[src/core/dspt_pkg.sv]
// constants, register map and types of the dual-slope pulse-width timer
package dspt_pkg;

  // ==========================================================
  // register byte offsets on the apb bus
  localparam logic [11:0] OFS_CTRL_A = 12'h080;
  localparam logic [11:0] OFS_CTRL_B = 12'h084;
  localparam logic [11:0] OFS_CMP_A = 12'h088;
  localparam logic [11:0] OFS_CMP_B = 12'h08c;
  localparam logic [11:0] OFS_CAP_TOP = 12'h090;
  localparam logic [11:0] OFS_COUNT = 12'h094;
  localparam logic [11:0] OFS_FLAGS = 12'h098;
  localparam logic [11:0] OFS_PIN_DIR = 12'h09c;

  // ==========================================================
  // field positions and reset values
  localparam int ACT_A_LSB = 6;
  localparam int ACT_B_LSB = 4;
  localparam int MODE_LO_LSB = 0;
  localparam logic [7:0] CTRL_A_WMASK = 8'hf3;
  localparam logic [7:0] RST_CTRL_A = 8'h00;
  localparam logic [1:0] RST_MODE_HI = 2'h0;
  localparam logic [15:0] RST_COUNT = 16'h0000;
  localparam logic [15:0] RST_CMP = 16'h0000;
  localparam logic [15:0] RST_CAP_TOP = 16'h0000;
  localparam logic [3:0] RST_FLAGS = 4'h0;
  localparam logic [1:0] RST_PIN_DIR = 2'h0;
  localparam int FLAG_OVF = 0;
  localparam int FLAG_MATCH_A = 1;
  localparam int FLAG_MATCH_B = 2;
  localparam int FLAG_CAPTURE = 3;

  // ==========================================================
  // counter limits
  localparam logic [15:0] BOTTOM = 16'h0000;
  localparam logic [15:0] TOP_8BIT = 16'h00ff;
  localparam logic [15:0] TOP_9BIT = 16'h01ff;
  localparam logic [15:0] TOP_10BIT = 16'h03ff;
  localparam logic [15:0] COUNT_STEP = 16'h0001;

  // ==========================================================
  // waveform modes and output actions
  localparam logic [3:0] MODE_PC_8 = 4'h1;
  localparam logic [3:0] MODE_PC_9 = 4'h2;
  localparam logic [3:0] MODE_PC_10 = 4'h3;
  localparam logic [3:0] MODE_PFC_CAP = 4'h8;
  localparam logic [3:0] MODE_PFC_CMPA = 4'h9;
  localparam logic [3:0] MODE_PC_CAP = 4'ha;
  localparam logic [3:0] MODE_PC_CMPA = 4'hb;
  localparam logic [1:0] ACT_OFF = 2'h0;
  localparam logic [1:0] ACT_TOGGLE = 2'h1;
  localparam logic [1:0] ACT_NONINV = 2'h2;
  localparam logic [1:0] ACT_INV = 2'h3;

  typedef enum logic {
    DIR_UP = 1'b0,
    DIR_DOWN = 1'b1
  } dspt_dir_t;

endpackage : dspt_pkg

[src/core/dspt_chan.sv]
// one compare channel: buffered compare value, match and waveform register
`timescale 1ns/10ps
module dspt_chan (
  input wire logic clk_sys,
  input wire logic nrst,
  input wire logic clk_en,
  input wire logic wr_en,
  input wire logic [15:0] wr_data,
  input wire logic load_now,
  input wire logic match_en,
  input wire logic up_event,
  input wire logic [1:0] action,
  input wire logic toggle_ok,
  input wire logic [15:0] count,
  output logic [15:0] active,
  output logic [15:0] buffered,
  output logic match,
  output logic wave
);
  import dspt_pkg::*;

  typedef struct packed {
    logic [15:0] buffer_val;
    logic [15:0] active_val;
    logic wave;
  } dspt_chan_t;

  dspt_chan_t st_q;
  dspt_chan_t st_d;

  assign match = match_en && (count == st_q.active_val);
  assign active = st_q.active_val;
  assign buffered = st_q.buffer_val;
  assign wave = st_q.wave;

  // ==========================================================
  // next state
  always_comb
  begin
    st_d = st_q;
    if (load_now)
    begin
      st_d.active_val = st_q.buffer_val;
    end
    if (wr_en)
    begin
      st_d.buffer_val = wr_data;
    end
    if (match)
    begin
      case (action)
        ACT_TOGGLE: st_d.wave = toggle_ok ? ~st_q.wave : st_q.wave;
        ACT_NONINV: st_d.wave = ~up_event;
        ACT_INV: st_d.wave = up_event;
        default: st_d.wave = st_q.wave;
      endcase
    end
  end

  always_ff @(posedge clk_sys)
  begin
    if (!nrst)
    begin
      st_q <= '{buffer_val: RST_CMP, active_val: RST_CMP, wave: 1'b0};
    end
    else if (clk_en)
    begin
      st_q <= st_d;
    end
  end

endmodule : dspt_chan

[src/core/dspt_top.sv]
// dual-slope pulse-width timer: counter, flags, apb registers and pin drive
// Functional notes
// - phase-correct loads compare buffers at top
// - action two non-inverted, three inverted
// - waveform drives pin only when direction bit set
// - match sets/clears output by slope direction
// - period is twice prescale times top
// - non-inverted: compare bottom holds low, top holds high
// - mode 11 toggle action gives half duty
// - mode 9 toggle action gives half duty
// - modes 8 and 9 count up, down
// - top from capture or compare a, held one tick
// - frequency-correct loads buffers and overflow at bottom
// - top-defining register flag set at top
// - match flag when count equals compare value
// - counter advances only on timer tick enable
// - control a layout, bits 3:2 read zero
// - mode joins control a and control b bits
// - toggle action only modes 8 to 11, channel a
// - phase-correct overflow at bottom, top flags at top
// - fixed tops for modes 1, 2 and 3
//
// Chosen here: register access over APB.
`timescale 1ns/10ps
module dspt_top (
  input wire logic clk_sys,
  input wire logic nrst,
  input wire logic clk_en,
  input wire logic timer_tick,
  input wire logic psel,
  input wire logic penable,
  input wire logic pwrite,
  input wire logic [11:0] paddr,
  input wire logic [31:0] pwdata,
  output logic pready,
  output logic [31:0] prdata,
  output logic pslverr,
  output logic wave_pin_a_out,
  output logic wave_pin_a_oe,
  output logic wave_pin_b_out,
  output logic wave_pin_b_oe
);
  import dspt_pkg::*;

  typedef struct packed {
    logic [7:0] ctrl_a;
    logic [1:0] mode_hi;
    logic [15:0] cap_top;
    logic [15:0] count;
    dspt_dir_t dir;
    logic [3:0] flags;
    logic [1:0] pin_dir;
    logic [31:0] rdata;
    logic slverr;
    logic armed;
  } dspt_state_t;

  dspt_state_t st_q;
  dspt_state_t st_d;

  logic [3:0] wave_mode_sel;
  logic [1:0] action_a, action_b;
  logic dual;
  logic freq_correct;
  logic top_is_cap, top_is_cmp_a;
  logic [15:0] top_val;
  logic at_top, at_bottom;
  logic up_event;
  logic count_go;
  logic load_now;
  logic toggle_ok_a;
  logic conn_a, conn_b;
  logic acc_wr;
  logic capture;
  logic addr_ok;
  logic [31:0] rd_mux;
  logic [15:0] active_a, active_b;
  logic [15:0] buffered_a, buffered_b;
  logic match_a, match_b;
  logic wave_a, wave_b;
  logic [3:0] flag_set, flag_clr;

  // ==========================================================
  // mode decode
  assign wave_mode_sel = {st_q.mode_hi, st_q.ctrl_a[MODE_LO_LSB +: 2]};
  assign action_a = st_q.ctrl_a[ACT_A_LSB +: 2];
  assign action_b = st_q.ctrl_a[ACT_B_LSB +: 2];

  always_comb
  begin
    dual = 1'b1;
    freq_correct = 1'b0;
    top_is_cap = 1'b0;
    top_is_cmp_a = 1'b0;
    top_val = TOP_8BIT;
    case (wave_mode_sel)
      MODE_PC_8: top_val = TOP_8BIT;
      MODE_PC_9: top_val = TOP_9BIT;
      MODE_PC_10: top_val = TOP_10BIT;
      MODE_PFC_CAP:
      begin
        freq_correct = 1'b1;
        top_is_cap = 1'b1;
        top_val = st_q.cap_top;
      end
      MODE_PFC_CMPA:
      begin
        freq_correct = 1'b1;
        top_is_cmp_a = 1'b1;
        top_val = active_a;
      end
      MODE_PC_CAP:
      begin
        top_is_cap = 1'b1;
        top_val = st_q.cap_top;
      end
      MODE_PC_CMPA:
      begin
        top_is_cmp_a = 1'b1;
        top_val = active_a;
      end
      default: dual = 1'b0;
    endcase
  end

  assign at_top = dual && (st_q.count == top_val);
  assign at_bottom = dual && (st_q.count == BOTTOM);
  // the turning points belong to the slope that follows them
  assign up_event = at_bottom ? 1'b1 : (at_top ? 1'b0 : (st_q.dir == DIR_UP));
  assign count_go = timer_tick && dual;
  // buffered compare update point depends on the correction flavour
  assign load_now = !dual ? 1'b1 :
                    (freq_correct ? (count_go && at_bottom) : (count_go && at_top));
  assign toggle_ok_a = wave_mode_sel[3] && !wave_mode_sel[2];
  assign conn_a = dual && (action_a != ACT_OFF) && ((action_a != ACT_TOGGLE) || toggle_ok_a);
  assign conn_b = dual && (action_b != ACT_OFF) && (action_b != ACT_TOGGLE);

  // ==========================================================
  // apb slave
  // read data latched on an enabled edge before the access may complete
  assign capture = psel && !st_q.armed;
  assign acc_wr = pready && pwrite;
  assign pready = psel && penable && clk_en && st_q.armed;
  assign prdata = st_q.rdata;
  assign pslverr = st_q.slverr;

  always_comb
  begin
    addr_ok = 1'b1;
    rd_mux = 32'h0000_0000;
    case (paddr)
      OFS_CTRL_A: rd_mux = {24'h00_0000, st_q.ctrl_a};
      OFS_CTRL_B: rd_mux = {30'h0000_0000, st_q.mode_hi};
      OFS_CMP_A: rd_mux = {16'h0000, buffered_a};
      OFS_CMP_B: rd_mux = {16'h0000, buffered_b};
      OFS_CAP_TOP: rd_mux = {16'h0000, st_q.cap_top};
      OFS_COUNT: rd_mux = {16'h0000, st_q.count};
      OFS_FLAGS: rd_mux = {28'h000_0000, st_q.flags};
      OFS_PIN_DIR: rd_mux = {30'h0000_0000, st_q.pin_dir};
      default: addr_ok = 1'b0;
    endcase
  end

  // ==========================================================
  // compare channels
  dspt_chan u_chan_a (
    .clk_sys(clk_sys),
    .nrst(nrst),
    .clk_en(clk_en),
    .wr_en(acc_wr && (paddr == OFS_CMP_A)),
    .wr_data(pwdata[15:0]),
    .load_now(load_now),
    .match_en(count_go),
    .up_event(up_event),
    .action(action_a),
    .toggle_ok(toggle_ok_a),
    .count(st_q.count),
    .active(active_a),
    .buffered(buffered_a),
    .match(match_a),
    .wave(wave_a)
  );

  dspt_chan u_chan_b (
    .clk_sys(clk_sys),
    .nrst(nrst),
    .clk_en(clk_en),
    .wr_en(acc_wr && (paddr == OFS_CMP_B)),
    .wr_data(pwdata[15:0]),
    .load_now(load_now),
    .match_en(count_go),
    .up_event(up_event),
    .action(action_b),
    .toggle_ok(1'b0),
    .count(st_q.count),
    .active(active_b),
    .buffered(buffered_b),
    .match(match_b),
    .wave(wave_b)
  );

  // ==========================================================
  // pin drive
  assign wave_pin_a_out = wave_a;
  assign wave_pin_b_out = wave_b;
  assign wave_pin_a_oe = conn_a && st_q.pin_dir[0];
  assign wave_pin_b_oe = conn_b && st_q.pin_dir[1];

  // ==========================================================
  // flags
  always_comb
  begin
    flag_set = 4'h0;
    flag_set[FLAG_OVF] = count_go && at_bottom;
    flag_set[FLAG_MATCH_A] = match_a || (count_go && at_top && top_is_cmp_a);
    flag_set[FLAG_MATCH_B] = match_b;
    flag_set[FLAG_CAPTURE] = count_go && at_top && top_is_cap;
    flag_clr = (acc_wr && (paddr == OFS_FLAGS)) ? pwdata[3:0] : 4'h0;
  end

  // ==========================================================
  // next state
  always_comb
  begin
    st_d = st_q;
    // a flag raised while being cleared survives
    st_d.flags = (st_q.flags & ~flag_clr) | flag_set;
    if (count_go)
    begin
      if (st_q.dir == DIR_UP)
      begin
        if (at_top)
        begin
          st_d.dir = DIR_DOWN;
          st_d.count = top_val - COUNT_STEP;
        end
        else
        begin
          st_d.count = st_q.count + COUNT_STEP;
        end
      end
      else
      begin
        if (at_bottom)
        begin
          st_d.dir = DIR_UP;
          st_d.count = BOTTOM + COUNT_STEP;
        end
        else
        begin
          st_d.count = st_q.count - COUNT_STEP;
        end
      end
    end
    else if (!dual)
    begin
      st_d.dir = DIR_UP;
      st_d.count = RST_COUNT;
    end
    st_d.armed = psel && !pready;
    if (capture)
    begin
      st_d.rdata = pwrite ? 32'h0000_0000 : rd_mux;
      st_d.slverr = !addr_ok;
    end
    if (acc_wr)
    begin
      case (paddr)
        OFS_CTRL_A: st_d.ctrl_a = pwdata[7:0] & CTRL_A_WMASK;
        OFS_CTRL_B: st_d.mode_hi = pwdata[1:0];
        OFS_CAP_TOP: st_d.cap_top = pwdata[15:0];
        OFS_PIN_DIR: st_d.pin_dir = pwdata[1:0];
        default: st_d.slverr = st_q.slverr;
      endcase
    end
  end

  always_ff @(posedge clk_sys)
  begin
    if (!nrst)
    begin
      st_q <= '{ctrl_a: RST_CTRL_A, mode_hi: RST_MODE_HI, cap_top: RST_CAP_TOP,
                count: RST_COUNT, dir: DIR_UP, flags: RST_FLAGS,
                pin_dir: RST_PIN_DIR, rdata: 32'h0000_0000, slverr: 1'b0, armed: 1'b0};
    end
    else if (clk_en)
    begin
      st_q <= st_d;
    end
  end
endmodule : dspt_top

[config.mk]
export PLATFORM = sky130hd
export DESIGN_NAME = dspt_top
export DESIGN_NICKNAME = d
export VERILOG_FILES = /design/src/core/dspt_pkg.sv /design/src/core/dspt_chan.sv /design/src/core/dspt_top.sv
export SDC_FILE = /design/constraint.sdc
export NUM_CORES = 1
export LEC_CHECK = 0
export BUFFER_PORTS_ARGS = -buffer_cell sky130_fd_sc_hd__buf_2
export CAP_MARGIN = 30
export CORE_ASPECT_RATIO = 0.5
export CORE_UTILIZATION = 35
export DETAILED_ROUTE_END_ITERATION = 12
export SLEW_MARGIN = 20
export SYNTH_ARGS = -nofsm -noshare
export SYNTH_HDL_FRONTEND = slang
export SYNTH_SLANG_ARGS = --single-unit
[constraint.sdc]
create_clock -name clk_sys -period 2.67 [get_ports clk_sys]
set_input_delay 0.1335 -clock clk_sys [delete_from_list [all_inputs] [get_ports clk_sys]]
set_output_delay 0.1335 -clock clk_sys [all_outputs]
set_load 0.02 [all_outputs]
==> results.cfg <==
[global_route]
antenna_found_initial = 0
grt_pass1_wl_um = 41160
grt_max_degree = 54
grt_pass1_vias = 7322
grt-ovfl-total = 0
grt_usage_pct = 23.05

[timing]
timing.hold.ws_ns = 0.02501
period_minus_slack_ns = 2.804
finalSetupViolations = 49
fmax_mhz = 356.6
rsz0062_at_grt = true
skew_ns = 0.01877
slew_viol_final = 0
hold_viol_final = 0
tightest_slew_ns = 0.7016
slew_headroom_pct = 53.12
setup_tns_ns = -4.027
fin_ws_ns = -0.1344
timing.final.crit_share_pct = 105.0

[routing]
drt-initial-drc-count = 976
ant_nets = 0
vias = 8044
wl_met2_um = 12010
drt_first_pass_iters = 6
drc = 0
wl_um = 27250
wl_met1_um = 12330
avgViaCountPerCell = 5.529
highest_layer = met4
wl_met3_um = 2544
wl_per_cell_um = 18.73

[finish]
drive_above_1_share_pct = 25.80
antenna_cells = 0
nFillCells = 2133
multi_input_area_um2 = 4965
seqCellArea_um2 = 2626
nets = 1196
syn2layout_area_growth_pct = 29.11

[power]
power_density_nw_per_um2 = 445.4
vdd_ir_drop_max_mv = 0.3723
leakage_uw = 0.003818

[floorplanning]
die_w_um = 214.4
initial_core_util_pct = 36.08
rows = 38
die_h_um = 108.2
fp.coreArea_um2 = 21870
ios = 89
die-area_um2 = 23190

[yosys]
synth_top_cell_area_share_pct = 33.23
ys.flop_type = dfxtp_1
synth_enable_flop_cells = 0
ys_seq_area_share_pct = 33.23
ys.warnings.count = 0
syn_inst = 1009
synth_cell_types = 63
synth.most_common_cell = nand2_1
ys_ff_latch = 131
synth_commonest_cells = 156 x nand2_1, 131 x dfxtp_1, 118 x a21oi_1
synth_async_sr_flop_share_pct = 0
postSynthAreaPerCell_um2 = 7.821
yosys.area.top_type = dfxtp_1
ys_top_cells_by_area = dfxtp_1 33%, a21oi_1 7.5%, nand2_1 7.4%, mux2i_1 4.9%, xnor2_1 4.0%
mappedNetlistArea_um2 = 7891

[placed_design]
place_hpwl_um = 19570
io_buffers = 56
place.gp.congestion = 0.9385

[setup_path]
critPathLaunchType = flop
max_stage_delay_ns = 0.45
cp_common_cell = buf_4
cp_slowest_cell = or4_4
crit_path_cell_trace = buf_8 > buf_4 > mux2i_4 > and2_4 > nor4_1 > or4_4 > buf_4 > nor3_4 > clkbuf_16 > buf_4 > mux2i_1 > o22ai_1
critPathRequiredTime_ns = 2.95
cp.arrival_ns = 3.09
critical_path_peak_fanout = 8
crit_type = reg2reg
r2r_slack_ns = -0.13
cp-end-kind = flop

[clock_network]
cts_root_buffer = clkbuf_16
htreeDepth = 4
cts_num_sinks = 131
cts_tree = done
insertion_delay_ns = 0.44
clk_pin_slew_worst_paths_ns = 0.07
clock_path_buffers = 2
numCtsBuffers = 17

[flow_run]
maxCapViolCount = 0

[min_path]
hold_path_class = in2reg

[status]
violations = setup timing
outcome = finished with violations
[metal layers]
layer  GRT usage (%)  up-vias
li1                -     3800
met1           31.87     3821
met2           35.95      390
met3           5.091       33
met4           6.684        0
met5               0        -
[through the flow]
step	cell area, µm²	util, %	worst slack, ns	power [µW]	std cells
5_1_grt	10190	46.58	-0.2532	4651	1455
6_report	10190	46.58	-0.1344	4538	1455
2_1_floorplan	7978	-	0.002076	2108	1024
3_3_place_gp	9011	41.20	-0.1925	2173	1389
4_1_cts	9911	45.31	-0.1322	4553	1444
3_5_place_dp	9011	41.20	-0.3195	2174	1389
[critical path, delay by kind of cell, from the launching register on]
family,cells,cell delay [ns]
DFF,1,0.40
AOI/OAI and AO/OA,1,0.09
muxes,2,0.40
buffers and inverters,5,0.76
and+or+nand+nor,4,1.00
[kinds of logic after synthesis]
family | synth area share [%]
flops | 33.23
buf+inv | 8.023
mux | 6.548
xor+xnor | 6.992
simple gates | 23.43
compound gates | 21.25
other cells | 0.04752
fa+ha+maj | 0.4757
[worst paths after layout]
check | start | to | cells after the start
max | st_q[75] | st_q[45] | 12
min | pwdata[3] | st_q[60] | 3
max reg2reg | st_q[75] | st_q[45] | 12
min reg2reg | prdata[9] | prdata[9] | 2
[layout by cell type, fill, tap and decap left out, types with 7 or more instances in the layout]
cell,n
a21oi_1,103
buf_4,130
nor2_1,46
mux2i_1,29
xor2_1,26
xnor2_1,36
o21ai_0,30
and2_1,8
a21o_1,11
a21bo_1,28
conb_1,16
a22oi_1,20
and3_1,14
nor2b_1,7
clkbuf_16,18
nand4_1,11
nand3_1,58
nor4_1,20
dfxtp_1,130
inv_1,8
dlygate4sd3_1,14
nand2_1,155
a222oi_1,7
nor3_1,24
buf_2,56
a21oi_2,16
[sequential cells by signal, indices dropped and copies added (netlist names), 2 cells and up]
name               flops
u_chan_a.buffered     16
action_b               2
u_chan_b.buffered     16
st_q                  44
u_chan_a.active       16
u_chan_b.active       16
prdata                16
action_a               2
[report_power, final]
| group | leakage, µW | internal, µW | total (µW) | switching, µW |
|---|---|---|---|---|
| Sequential | 0.00106 | 1950 | 1950 | 1.09 |
| Combinational | 0.00247 | 62.8 | 196 | 133 |
| Clock | 0.000292 | 1270 | 2390 | 1120 |
[cell type report]
cell class / instances / area share, %
repair buffers: 211 / 15.52
clock buffers: 17 / 4.175
inverters: 9 / 0.3439
flip-flops and latches: 131 / 25.78
clock inverters: 15 / 1.768
well taps: 300 / 3.684
multi-input cells: 772 / 48.73
[repair_timing]
item                                    in CTS  in global routing
buffers inserted                             9                 11
pin swaps                                    2                  7
endpoints found under the setup margin      50                 50
gates cloned                                 0                  1
endpoints found under the hold margin       36                  0
gates resized for setup                     21                 39
hold buffers                                14                  0
Power figures use the tool's default switching activity.
